**config.mk**
```make
export PLATFORM = sky130hd
export DESIGN_NAME = cspc_top
export DESIGN_NICKNAME = d
export VERILOG_FILES = /design/src/verilog/cspc_pkg.sv /design/src/verilog/cspc_top.sv
export SDC_FILE = /design/constraint.sdc
export NUM_CORES = 1
export LEC_CHECK = 0
export BUFFER_PORTS_ARGS = -buffer_cell sky130_fd_sc_hd__buf_2
export CORE_MARGIN = 2
export CORE_UTILIZATION = 50
export CTS_CLUSTER_DIAMETER = 80
export DETAILED_ROUTE_END_ITERATION = 12
export MAX_ROUTING_LAYER = met4
export PLACE_DENSITY_LB_ADDON = 0.1
export RECOVER_POWER = 50
export SKIP_LAST_GASP = 1
export SLEW_MARGIN = 20
export SYNTH_ARGS = -nofsm -noshare
export SYNTH_HDL_FRONTEND = slang
export SYNTH_SLANG_ARGS = --single-unit
```
**constraint.sdc**
```tcl
create_clock -name clock_i -period 2 [get_ports clock_i]
set_clock_uncertainty 0.2 [all_clocks]
set_input_delay 0.2 -clock clock_i [delete_from_list [all_inputs] [get_ports clock_i]]
set_output_delay 0.2 -clock clock_i [all_outputs]
set_load 0.02 [all_outputs]
```
**src/verilog/cspc_pkg.sv**
```systemverilog
// package for the clock switch and pll control block
// assumes a 32-bit axi4-lite master and one 100 MHz clock
package cspc_pkg;
  // register byte addresses
  localparam logic [3:0] OSC_CTRL_OFS = 4'h0;
  localparam logic [3:0] CLK_DIV_OFS = 4'h4;
  localparam logic [3:0] STATUS_OFS = 4'h8;
  // oscillator_control fields
  localparam int CURRENT_SOURCE_SEL_POS = 12;
  localparam int NEW_SOURCE_SEL_POS = 8;
  localparam int FREEZE_POS = 7;
  localparam int LOCK_POS = 5;
  localparam int CF_POS = 3;
  localparam int SECONDARY_OSC_ENABLE_POS = 1;
  localparam int SWREQ_POS = 0;
  // clock_divider_control fields
  localparam int SYSTEM_POSTSCALER_POS = 6;
  localparam int PLL_RUNTIME_ENABLE_POS = 5;
  // unlock keys
  localparam logic [7:0] HI_KEY1 = 8'h78;
  localparam logic [7:0] HI_KEY2 = 8'h9A;
  localparam logic [7:0] LO_KEY1 = 8'h46;
  localparam logic [7:0] LO_KEY2 = 8'h57;
  // reset values
  localparam logic [1:0] SYSTEM_POSTSCALER_RST = 2'h0;
  // timing
  localparam int NEW_CLK_CYCLES = 10;
  localparam int PLL_MULT = 24;
  localparam int SYS_FIXED_DIV = 3;
  localparam int PLL_IN_MHZ = 4;
  localparam int SYS_MAX_MHZ = 32;
  localparam int USB_MHZ = 48;
  localparam int CLK_MHZ = 100;
  // source encodings
  typedef enum logic [2:0] {
    CSPC_FRC = 3'h0, CSPC_FRC_PLL = 3'h1, CSPC_PRI = 3'h2, CSPC_PRI_PLL = 3'h3,
    CSPC_SEC = 3'h4, CSPC_LOW_POWER_INTERNAL_RC = 3'h5, CSPC_FRC16 = 3'h6, CSPC_FRC_DIV = 3'h7
  } cspc_src_t;
  typedef enum logic [1:0] {CSPC_ARM0, CSPC_ARM1, CSPC_OPEN} cspc_unl_t;
  typedef enum logic [2:0] {CSPC_IDLE, CSPC_CHECK, CSPC_START, CSPC_PLLW, CSPC_COUNT, CSPC_DONE} cspc_sw_t;
  // configuration straps
  typedef struct packed {
    logic switch_mode_config;
    logic [2:0] initial_source_config;
    logic [1:0] primary_submode_config;
    logic pll_enable_config;
    logic [2:0] pll_input_prescaler;
    logic watchdog_on;
  } cspc_cfg_t;
  // oscillator status signals
  typedef struct packed {
    logic ost_done;
    logic pll_lock;
    logic new_clk_tick;
    logic clock_fail;
  } cspc_osc_t;
endpackage

```
**src/verilog/cspc_top.sv**
```systemverilog
// clock switch controller and 96 MHz pll control, axi4-lite registers
// assumes straps stable after reset and oscillator status synchronous to clock_i
`timescale 1ns/100ps
module cspc_top (
  // clock and reset
  input wire logic clock_i,
  input wire logic nrst_i,
  // axi4-lite write address and data
  input wire logic [3:0] awaddr_i,
  input wire logic awvalid_i,
  output logic awready_o,
  input wire logic [31:0] wdata_i,
  input wire logic [3:0] wstrb_i,
  input wire logic wvalid_i,
  output logic wready_o,
  // axi4-lite write response
  output logic [1:0] bresp_o,
  output logic bvalid_o,
  input wire logic bready_i,
  // axi4-lite read
  input wire logic [3:0] araddr_i,
  input wire logic arvalid_i,
  output logic arready_o,
  output logic [31:0] rdata_o,
  output logic [1:0] rresp_o,
  output logic rvalid_o,
  input wire logic rready_i,
  // configuration and oscillator status
  input wire cspc_pkg::cspc_cfg_t cfg_i,
  input wire cspc_pkg::cspc_osc_t osc_i,
  // clock tree control
  output logic [7:0] osc_on_o,
  output logic [2:0] sys_src_o,
  output logic [1:0] primary_submode_o,
  output logic pll_on_o,
  output logic [3:0] prescale_div_o,
  output logic [3:0] post_div_o,
  output logic [7:0] sys_mhz_o,
  output logic [7:0] usb_mhz_o
);
  ////////////////////////////////////////////////////////////////
  typedef struct packed {
    logic aw_got;
    logic [3:0] aw_addr;
    logic w_got;
    logic [31:0] w_data;
    logic [3:0] w_strb;
    logic bvalid;
    logic rvalid;
    logic [31:0] rdata;
    cspc_pkg::cspc_unl_t hi_unl;
    cspc_pkg::cspc_unl_t lo_unl;
    logic [2:0] cur_src;
    logic [2:0] new_src;
    logic freeze;
    logic lock;
    logic cf;
    logic secondary_32khz_osc_en;
    logic sw_req;
    logic [1:0] system_postscaler;
    logic pll_runtime_enable;
    cspc_pkg::cspc_sw_t sw;
    logic [3:0] cnt;
    logic [7:0] osc_on;
  } cspc_st_t;

  cspc_st_t s_q;
  cspc_st_t s_d;

  // true when the selected source runs through the pll
  function automatic logic uses_pll(input logic [2:0] src);
    uses_pll = (src == cspc_pkg::CSPC_FRC_PLL) || (src == cspc_pkg::CSPC_PRI_PLL);
  endfunction

  // true when the source needs the crystal startup timer
  function automatic logic is_primary(input logic [2:0] src);
    is_primary = (src == cspc_pkg::CSPC_PRI) || (src == cspc_pkg::CSPC_PRI_PLL);
  endfunction

  logic sw_enabled;
  logic aw_fire;
  logic w_fire;
  logic do_write;
  logic do_read;
  logic wr_osc;
  logic hi_wr;
  logic lo_wr;
  logic [7:0] hi_b;
  logic [7:0] lo_b;
  logic [15:0] osc_rd;
  logic [15:0] div_rd;

  assign sw_enabled = ~cfg_i.switch_mode_config;
  assign awready_o = ~s_q.aw_got & ~s_q.bvalid;
  assign wready_o = ~s_q.w_got & ~s_q.bvalid;
  assign aw_fire = awvalid_i & awready_o;
  assign w_fire = wvalid_i & wready_o;
  assign do_write = s_q.aw_got & s_q.w_got & ~s_q.bvalid;
  assign arready_o = ~s_q.rvalid;
  assign do_read = arvalid_i & arready_o;
  assign wr_osc = do_write && s_q.aw_addr[3:2] == cspc_pkg::OSC_CTRL_OFS[3:2];
  assign hi_wr = wr_osc & s_q.w_strb[1];
  assign lo_wr = wr_osc & s_q.w_strb[0];
  assign hi_b = s_q.w_data[15:8];
  assign lo_b = s_q.w_data[7:0];

  ////////////////////////////////////////////////////////////////
  // register read images
  always_comb begin
    osc_rd = 16'h0000;
    osc_rd[cspc_pkg::CURRENT_SOURCE_SEL_POS +: 3] = s_q.cur_src;
    osc_rd[cspc_pkg::NEW_SOURCE_SEL_POS +: 3] = s_q.new_src;
    osc_rd[cspc_pkg::FREEZE_POS] = s_q.freeze;
    osc_rd[cspc_pkg::LOCK_POS] = s_q.lock;
    osc_rd[cspc_pkg::CF_POS] = s_q.cf;
    osc_rd[cspc_pkg::SECONDARY_OSC_ENABLE_POS] = s_q.secondary_32khz_osc_en;
    osc_rd[cspc_pkg::SWREQ_POS] = s_q.sw_req;
    div_rd = 16'h0000;
    div_rd[cspc_pkg::SYSTEM_POSTSCALER_POS +: 2] = s_q.system_postscaler;
    div_rd[cspc_pkg::PLL_RUNTIME_ENABLE_POS] = s_q.pll_runtime_enable;
  end

  ////////////////////////////////////////////////////////////////
  always_comb begin
    s_d = s_q;
    // bus channels
    if (aw_fire) begin
      s_d.aw_got = 1'b1;
      s_d.aw_addr = awaddr_i;
    end
    if (w_fire) begin
      s_d.w_got = 1'b1;
      s_d.w_data = wdata_i;
      s_d.w_strb = wstrb_i;
    end
    if (do_write) begin
      s_d.aw_got = 1'b0;
      s_d.w_got = 1'b0;
      s_d.bvalid = 1'b1;
    end
    if (s_q.bvalid && bready_i) begin
      s_d.bvalid = 1'b0;
    end
    if (do_read) begin
      s_d.rvalid = 1'b1;
      unique case (araddr_i[3:2])
        cspc_pkg::OSC_CTRL_OFS[3:2]: s_d.rdata = {16'h0000, osc_rd};
        cspc_pkg::CLK_DIV_OFS[3:2]: s_d.rdata = {16'h0000, div_rd};
        cspc_pkg::STATUS_OFS[3:2]: s_d.rdata = {24'h000000, 3'h0, s_q.sw, pll_on_o, sw_enabled};
        default: s_d.rdata = 32'h00000000;
      endcase
    end
    if (s_q.rvalid && rready_i) begin
      s_d.rvalid = 1'b0;
    end

    // upper byte unlock and write
    if (hi_wr) begin
      unique case (s_q.hi_unl)
        cspc_pkg::CSPC_OPEN: begin
          if (sw_enabled && !(s_q.freeze && s_q.sw == cspc_pkg::CSPC_IDLE && 1'b0)) begin
            s_d.new_src = hi_b[cspc_pkg::NEW_SOURCE_SEL_POS - 8 +: 3];
          end
          s_d.hi_unl = cspc_pkg::CSPC_ARM0;
        end
        cspc_pkg::CSPC_ARM1: s_d.hi_unl = (hi_b == cspc_pkg::HI_KEY2) ? cspc_pkg::CSPC_OPEN : cspc_pkg::CSPC_ARM0;
        default: s_d.hi_unl = (hi_b == cspc_pkg::HI_KEY1) ? cspc_pkg::CSPC_ARM1 : cspc_pkg::CSPC_ARM0;
      endcase
    end else if (do_write) begin
      s_d.hi_unl = cspc_pkg::CSPC_ARM0;
    end

    // lower byte unlock and write
    if (lo_wr) begin
      unique case (s_q.lo_unl)
        cspc_pkg::CSPC_OPEN: begin
          s_d.secondary_32khz_osc_en = lo_b[cspc_pkg::SECONDARY_OSC_ENABLE_POS];
          if (lo_b[cspc_pkg::FREEZE_POS]) begin
            s_d.freeze = 1'b1;
          end
          if (lo_b[cspc_pkg::CF_POS] == 1'b0) begin
            s_d.cf = 1'b0;
          end
          if (sw_enabled && lo_b[cspc_pkg::SWREQ_POS] && !s_q.freeze) begin
            s_d.sw_req = 1'b1;
          end
          s_d.lo_unl = cspc_pkg::CSPC_ARM0;
        end
        cspc_pkg::CSPC_ARM1: s_d.lo_unl = (lo_b == cspc_pkg::LO_KEY2) ? cspc_pkg::CSPC_OPEN : cspc_pkg::CSPC_ARM0;
        default: s_d.lo_unl = (lo_b == cspc_pkg::LO_KEY1) ? cspc_pkg::CSPC_ARM1 : cspc_pkg::CSPC_ARM0;
      endcase
    end else if (do_write) begin
      s_d.lo_unl = cspc_pkg::CSPC_ARM0;
    end

    // clock divider register has no unlock
    if (do_write && s_q.aw_addr[3:2] == cspc_pkg::CLK_DIV_OFS[3:2] && s_q.w_strb[0]) begin
      s_d.system_postscaler = s_q.w_data[cspc_pkg::SYSTEM_POSTSCALER_POS +: 2];
      s_d.pll_runtime_enable = s_q.w_data[cspc_pkg::PLL_RUNTIME_ENABLE_POS];
    end

    // clock monitor fail event; set wins over a software clear
    if (sw_enabled && osc_i.clock_fail) begin
      s_d.cf = 1'b1;
    end

    // switch sequencer
    unique case (s_q.sw)
      cspc_pkg::CSPC_IDLE: begin
        if (s_q.sw_req) begin
          s_d.sw = cspc_pkg::CSPC_CHECK;
        end
      end
      cspc_pkg::CSPC_CHECK: begin
        if (s_q.cur_src == s_q.new_src) begin
          s_d.sw_req = 1'b0;
          s_d.sw = cspc_pkg::CSPC_IDLE;
        end else begin
          s_d.lock = 1'b0;
          s_d.cf = osc_i.clock_fail & sw_enabled;
          s_d.osc_on[s_q.new_src] = 1'b1;
          s_d.sw = cspc_pkg::CSPC_START;
        end
      end
      cspc_pkg::CSPC_START: begin
        if (!is_primary(s_q.new_src) || osc_i.ost_done) begin
          s_d.sw = cspc_pkg::CSPC_PLLW;
        end
      end
      cspc_pkg::CSPC_PLLW: begin
        if (!uses_pll(s_q.new_src)) begin
          s_d.cnt = 4'h0;
          s_d.sw = cspc_pkg::CSPC_COUNT;
        end else if (osc_i.pll_lock && pll_on_o) begin
          s_d.lock = 1'b1;
          s_d.cnt = 4'h0;
          s_d.sw = cspc_pkg::CSPC_COUNT;
        end
      end
      cspc_pkg::CSPC_COUNT: begin
        if (osc_i.new_clk_tick) begin
          if (s_q.cnt == 4'(cspc_pkg::NEW_CLK_CYCLES - 1)) begin
            s_d.sw = cspc_pkg::CSPC_DONE;
          end else begin
            s_d.cnt = 4'(s_q.cnt + 4'h1);
          end
        end
      end
      cspc_pkg::CSPC_DONE: begin
        s_d.sw_req = 1'b0;
        s_d.cur_src = s_q.new_src;
        s_d.osc_on[s_q.cur_src] = 1'b0;
        s_d.sw = cspc_pkg::CSPC_IDLE;
      end
      default: s_d.sw = cspc_pkg::CSPC_IDLE;
    endcase

    // lock bit also drops whenever a non pll mode runs and the switch sequencer is idle
    if (!uses_pll(s_d.cur_src) && s_q.sw == cspc_pkg::CSPC_IDLE) begin
      s_d.lock = 1'b0;
    end else if (uses_pll(s_q.cur_src) && s_q.sw == cspc_pkg::CSPC_IDLE) begin
      s_d.lock = osc_i.pll_lock & pll_on_o;
    end

    // sources that must keep running
    s_d.osc_on[s_d.cur_src] = 1'b1;
    s_d.osc_on[cspc_pkg::CSPC_LOW_POWER_INTERNAL_RC] = s_d.osc_on[cspc_pkg::CSPC_LOW_POWER_INTERNAL_RC] | cfg_i.watchdog_on | sw_enabled;
    s_d.osc_on[cspc_pkg::CSPC_SEC] = s_d.osc_on[cspc_pkg::CSPC_SEC] | s_d.secondary_32khz_osc_en;

    // switching disabled: selection follows straps
    if (!sw_enabled) begin
      s_d.cur_src = cfg_i.initial_source_config;
      s_d.sw_req = 1'b0;
      s_d.freeze = 1'b0;
      s_d.sw = cspc_pkg::CSPC_IDLE;
    end
  end

  ////////////////////////////////////////////////////////////////
  always_ff @(posedge clock_i) begin
    if (!nrst_i) begin
      s_q <= '0;
      s_q.system_postscaler <= cspc_pkg::SYSTEM_POSTSCALER_RST;
      s_q.hi_unl <= cspc_pkg::CSPC_ARM0;
      s_q.lo_unl <= cspc_pkg::CSPC_ARM0;
      s_q.sw <= cspc_pkg::CSPC_IDLE;
    end else begin
      s_q <= s_d;
    end
  end

  ////////////////////////////////////////////////////////////////
  // clock tree outputs
  logic [3:0] post_div;
  always_comb begin
    unique case (s_q.system_postscaler)
      2'h0: post_div = 4'h1;
      2'h1: post_div = 4'h2;
      2'h2: post_div = 4'h4;
      default: post_div = 4'h8;
    endcase
  end

  always_comb begin
    unique case (cfg_i.pll_input_prescaler)
      3'h6: prescale_div_o = 4'h8;
      3'h7: prescale_div_o = 4'hC;
      default: prescale_div_o = 4'({1'b0, cfg_i.pll_input_prescaler} + 4'h1);
    endcase
  end

  assign bresp_o = 2'h0;
  assign rresp_o = 2'h0;
  assign bvalid_o = s_q.bvalid;
  assign rvalid_o = s_q.rvalid;
  assign rdata_o = s_q.rdata;
  assign osc_on_o = s_q.osc_on;
  assign sys_src_o = s_q.cur_src;
  assign primary_submode_o = cfg_i.primary_submode_config;
  assign pll_on_o = cfg_i.pll_enable_config | s_q.pll_runtime_enable;
  assign post_div_o = post_div;
  // 96 MHz / postscaler / 3 caps at 32 MHz
  assign sys_mhz_o = 8'((cspc_pkg::PLL_IN_MHZ * cspc_pkg::PLL_MULT) / cspc_pkg::SYS_FIXED_DIV) >> s_q.system_postscaler;
  assign usb_mhz_o = pll_on_o ? 8'(cspc_pkg::PLL_IN_MHZ * cspc_pkg::PLL_MULT / 2) : 8'h00;
endmodule

```
==> out/metrics.cfg, run 1 <==
[floorplanning]
io_pins=145
core_area_sq_um=7690
rows=32
dieArea_sq_um=8630
die_w_um=92.9
initial_core_util_pct=51.4
die_h_um=92.9

[sta]
hold_viol=0
worst_pin_slew_ns=0.627
maxSlewHeadroom_pct=58.1
post-route-period-util_pct=94.6
finalSetupViolCount=0
drv_slew=0
fin_crit_ns=1.89
rsz0062_at_grt=yes
worst_slack_ns=0.108
max_freq_ghz=0.528

[power]
vdd_ir_drop_max_v=0.000384
leakagePower_uw=0.00184
powerDensity_nw_per_um2=732

[yosys]
yosys.area.top_type=dfxtp_1
async_flop_share_pct=0
yosys-top-cells-area=dfxtp_1, buf_4, nand2_1
ys_seq_area_share_pct=36.0
postSynthCellCount=480
synth_ff_type=dfxtp_1
yosysMostFrequentCell=dfxtp_1
yosysUniqueCellTypes=57
yosys_warnings=0
netlist_area_sq_um=3950
synth_edf_count=0
synth_area_per_cell_sq_um=8.23
synth_top_area_share_pct=36.0
synthTopCellsByCount=dfxtp_1, buf_4, nand2_1
synth_seq_cells=71

[final_layout]
final_cell_area_sq_um=4640
final_nets=637
syn2layout_area_growth_pct=17.5
antennaDiodeCount=0
drive_gt1_share_pct=16.8

[detailed_routing]
first_pass_iters=4
drt-vias-per-instance=5.10
via_count=3430
ant_nets=0
drt_first_iter_violations=121
post_drt_wl_per_cell_um=13.5
routed_wirelength_mm=9.07
drc=0

[cts]
clock_latency_ns=0.35
cts_tree=built
post-cts-setup-buffers=0
cts_root_buffer=clkbuf_8
cts_buffers=9
clockBufferDepth=2
clk_pin_slew_ns=0.08
cts_sinks=71
htree_levels=3

[worst_setup_path]
crit_path_top_delay_cell=dfxtp_1
worstSetupStartpoint=s_q[12]
cp-start-kind=register
endpoint_kind=register
rrSetupSlack_ns=0.11
r2r-start=s_q[12]
r2r_cells=4
setup.worst_path.class=reg -> reg
critPathCapture=osc_on_o[2]
reg2reg_to=osc_on_o[2]
path_max_fanout=9
cp.arrival_ns=1.95
worstPathCellList=nand3b_1 > mux2i_1 > o21ai_0 > o21a_1
critPathRequiredTime_ns=2.05
max_stage_delay_ns=0.48

[placement]
place.gp.congestion=0.920
place_area_sq_um=4160
port_buffers=86
place_ws_ns=0.156
hpwl_mm=6.43

[grt]
gr-total-overflow=0
first_global_vias=2985
antenna_found_initial=0
grt_max_degree=24
grt_usage_pct=21.3
grt_pass1_wl_mm=14.3

[min_path]
hold_path.class=in -> reg
min_from=awvalid_i

[job]
drv_cap=0

[status]
status=completed

[layout by cell type, fill, tap and decap left out, drive strengths merged, types with 4 or more instances in the layout]
master	netlist	routed
and2	5	5
nand2b	6	6
nor3	7	7
a31oi	7	7
or3	4	4
nand2	58	58
buf	76	61
dfxtp	71	71
dlygate4sd3	0	29
o31ai	4	4
nor2	44	44
nand3	5	5
ha	6	6
nor2b	5	5
nor3b	5	5
or3b	4	4
conb	1	32
clkbuf	15	55
a22oi	11	11
nand3b	9	9
mux2	6	6
o21ai	20	20
o21a	8	8
mux2i	20	20
inv	14	14
a21oi	33	33
[stage by stage]
| stage | utilization, % | std cells | hold WS [ns] | total power, uW | TNS [ns] |
|---|---|---|---|---|---|
| final | 60.4 | 672 | 0.0749 | 3400 | 0 |
| after global routing | 60.4 | 672 | 0.0943 | 3530 | -0.000652 |
| after CTS | 61.0 | 671 | 0.000396 | 3420 | 0 |
| after detailed placement | 54.1 | 627 | 0.200 | 1950 | 0 |
| after global placement | 54.1 | 627 | 0.200 | 1940 | 0 |
| after floorplan | - | 511 | 0.110 | 1890 | 0 |
[sequential cells by signal, indices dropped and copies added (netlist names)]
signal     cells
hi_b           8
osc_on_o       8
div_rd         3
sys_src_o      3
osc_rd         8
s_q           17
lo_b           8
bvalid_o       1
rvalid_o       1
rdata_o       14
[worst min path at each step]
stage | endpoint | slack, ns | cells past startpoint
2_1_floorplan | osc_rd[3] | 0.11 | 1
3_3_place_gp | primary_submode_o[0] | 0.20 | 0
3_5_place_dp | primary_submode_o[0] | 0.20 | 0
4_1_cts | s_q[9] | 0.0004 | 3
5_1_grt | s_q[108] | 0.09 | 3
6_report | s_q[108] | 0.07 | 3
[critical path, delay by kind of cell (launching register included)]
family / cells / cell delay [ns]
AO/OA/AOI/OAI: 2 / 0.34
flip-flops: 1 / 0.48
multiplexers: 1 / 0.42
AND/OR/NAND/NOR: 1 / 0.35
[area by class of cell]
cell class	instances	area [sq um]
inverter	14	52.6
clock inverter	5	104
multi-input combinational	335	1980
clock buffer	11	151
sequential	71	1420
timing repair buffer	134	802
tap	102	128
fill	747	3040
[what timing repair did]
action	in CTS	in global routing
resized for setup	0	2
endpoints found under the setup margin	0	6
hold buffers	28	1
endpoints found under the hold margin	29	1
[report_power, final]
part / internal (uW) / switching, uW / total [uW]
combinational: 169 / 273 / 443
clock: 897 / 552 / 1450
sequential: 1460 / 42.6 / 1510
[layer usage]
layer,GRT usage (%),wire length [um],vias up
li1,-,-,1726
met1,29.0,4430,1582
met2,31.8,3980,111
met3,3.34,531,11
met4,8.21,135,0
met5,-,0,-
[logic make-up after synthesis]
| group | after synthesis | synth area share, % |
|---|---|---|
| flops | 71 | 36.0 |
| fa+ha+maj | 6 | 1.90 |
| other cells | 1 | 0.0949 |
| buf+inv | 105 | 16.8 |
| simple gates | 172 | 22.5 |
| xor+xnor | 3 | 0.665 |
| compound gates | 96 | 15.2 |
| mux | 26 | 6.78 |
Note: power is estimated with default switching activity, not from simulation.
==> run 2, diff against run 1 <==
--- a/config.mk
+++ b/config.mk
@@ -7,7 +7,7 @@
 export LEC_CHECK = 0
 export BUFFER_PORTS_ARGS = -buffer_cell sky130_fd_sc_hd__buf_2
 export CORE_MARGIN = 2
-export CORE_UTILIZATION = 50
+export CORE_UTILIZATION = 54
 export CTS_CLUSTER_DIAMETER = 80
 export DETAILED_ROUTE_END_ITERATION = 12
 export MAX_ROUTING_LAYER = met4
==> constraint.sdc (replaced) <==
create_clock -name clock_i -period 2.2 [get_ports clock_i]
set_clock_uncertainty 0.2 [all_clocks]
set_input_delay 0.22 -clock clock_i [delete_from_list [all_inputs] [get_ports clock_i]]
set_output_delay 0.22 -clock clock_i [all_outputs]
set_load 0.02 [all_outputs]
==> run 2 against run 1 <==
Setup slack better by 0.076 ns. Sequential share of layout area is 0.23 points higher. Critical path depth stayed put. Sequential power is 9% lower. Fmax is 6.1% lower. Combinational power is 9.7% lower. Final cell count is 0.30% lower. Total power is 13% lower. Clock-buffer cell count stayed put. Final area is 0.75% lower. Via count is 0.55% higher. Non-clock buffer count is 1 higher. Largest cell class unchanged.
==> out/metrics.cfg, run 2 (same netlist as run 1, synthesis figures left out) <==
[status]
status=completed  ; unchanged

[worst_setup_path]
cp.arrival_ns=2.11  ; was 1.95 ns
critPathRequiredTime_ns=2.30  ; was 2.05 ns
setup.worst_path.class=reg -> reg  ; unchanged
endpoint_kind=register  ; unchanged
path_max_fanout=9  ; unchanged
cp-start-kind=register  ; unchanged

[final_layout]
mostFrequentLayoutCells=dfxtp_1, nand2_1, buf_2, nor2_1, clkbuf_1  ; unchanged
largest-register=s_q  ; unchanged
final_nets=638  ; was 637
final_common_cell=dfxtp_1  ; unchanged
antennaDiodeCount=0  ; unchanged
final_core_utilization_pct=64.2  ; was 60.4%
fill_cells=668  ; was 747
largest_reg_flops=17  ; unchanged
drive_gt1_share_pct=16.3  ; was 16.8%
syn2layout_area_growth_pct=16.7  ; was 17.5%

[floorplanning]
io_pins=145  ; unchanged
die_w_um=89.5  ; was 92.9 um
core_area_sq_um=7180  ; was 7690 sq um
die_h_um=89.5  ; was 92.9 um
rows=31  ; was 32
dieArea_sq_um=8010  ; was 8630 sq um
initial_core_util_pct=55.0  ; was 51.4%

[placement]
place.gp.congestion=0.839  ; was 0.920
port_buffers=86  ; unchanged
hpwl_mm=6.68  ; was 6.43 mm

[min_path]
hold_path.class=in -> reg  ; unchanged

[cts]
cts_tree=built  ; unchanged
cts_root_buffer=clkbuf_8  ; unchanged
ctsResizeCount=0  ; unchanged
htree_levels=3  ; unchanged
clock_latency_ns=0.35  ; about the same
cts_buffers=9  ; unchanged
clockBufferDepth=2  ; unchanged
clk_pin_slew_ns=0.07  ; was 0.08 ns
cts_sinks=71  ; unchanged

[detailed_routing]
drt_first_iter_violations=162  ; was 121
routed_wirelength_mm=9.26  ; was 9.07 mm
drt-vias-per-instance=5.15  ; was 5.10
drc=0  ; unchanged
first_pass_iters=4  ; unchanged
via_count=3449  ; was 3430
post_drt_wl_per_cell_um=13.8  ; was 13.5 um
ant_nets=0  ; unchanged

[sta]
tns_ns=0  ; unchanged
fin_crit_ns=2.02  ; was 1.89 ns
max_freq_ghz=0.496  ; was 0.528 GHz
rsz0062_at_grt=no  ; was yes
finalSetupViolCount=0  ; unchanged
post-route-period-util_pct=91.6  ; was 94.6%
hold_viol=0  ; unchanged
maxSlewHeadroom_pct=50.7  ; was 58.1%
worst_pin_slew_ns=0.732  ; was 0.627 ns
drv_slew=0  ; unchanged

[power]
vdd_ir_drop_max_v=0.000461  ; was 0.000384 V
powerDensity_nw_per_um2=642  ; was 732 nW/um^2
leakagePower_uw=0.00182  ; was 0.00184 uW

[grt]
grt_max_degree=23  ; was 24
grt_pass1_wl_mm=14.8  ; was 14.3 mm
gr-total-overflow=0  ; unchanged
antenna_found_initial=0  ; unchanged
first_global_vias=3173  ; was 2985
grt_usage_pct=24.7  ; was 21.3%

[job]
drv_cap=0  ; unchanged

run 2: critical path: stages, from the launching register on:
cell and delay (ns):
dfxtp_1 0.59, xnor2_1 0.25, a311oi_2 0.55, and4_1 0.26
o21a_1 0.11
run 2: worst paths after layout:
| check | from | cells after the start | to | slack (ns) |
|---|---|---|---|---|
| setup / recovery | osc_rd[8] | 4 | osc_on_o[7] | 0.18 |
| hold / removal | awvalid_i | 3 | s_q[108] | 0.09 |
| setup reg to reg | osc_rd[8] | 4 | osc_on_o[7] | 0.18 |
| hold reg to reg | s_q[68] | 2 | s_q[68] | 0.26 |
run 2: final cells by class:
class / count / area, sq um / share of cell area, %
multi-input cells: 335 / 1970 / 42.8
well taps: 99 / 124 / 2.69
clock inverters: 5 / 80.1 / 1.74
clock buffers: 11 / 151 / 3.29
flip-flops and latches: 71 / 1420 / 30.8
repair buffers: 135 / 807 / 17.5
inverters: 14 / 52.6 / 1.14
run 2: power by group:
| part | switching [uW] | total, uW | internal (uW) |
|---|---|---|---|
| Sequential | 39.6 | 1370 | 1330 |
| Combinational | 249 | 400 | 151 |
| Clock | 489 | 1190 | 698 |
| Total | 777 | 2960 | 2180 |
run 2: repair_timing:
action	4_1_cts	5_1_grt
setup endpoints to repair	0	3
hold buffers	28	0
endpoints found under the hold margin	28	0
setup buffers	0	2
run 2: routing by layer:
layer	up-vias	routed length, um	GRT usage, %
li1	1732	-	-
met1	1595	4450	32.0
met2	103	4200	37.6
met3	19	388	4.34
met4	0	224	10.9
met5	-	0	-
run 2: metrics by stage:
stage / hold WS [ns] / cells / total power (uW) / area (sq um) / setup slack (ns)
after floorplan: 0.130 / 511 / 1720 / 4070 / 0.469
after global placement: 0.237 / 624 / 1760 / 4150 / 0.247
after detailed placement: 0.240 / 624 / 1770 / 4150 / 0.185
after CTS: 0.0118 / 668 / 2990 / 4660 / 0.156
after global routing: 0.103 / 670 / 3090 / 4610 / 0.0300
final: 0.0917 / 670 / 2960 / 4610 / 0.184
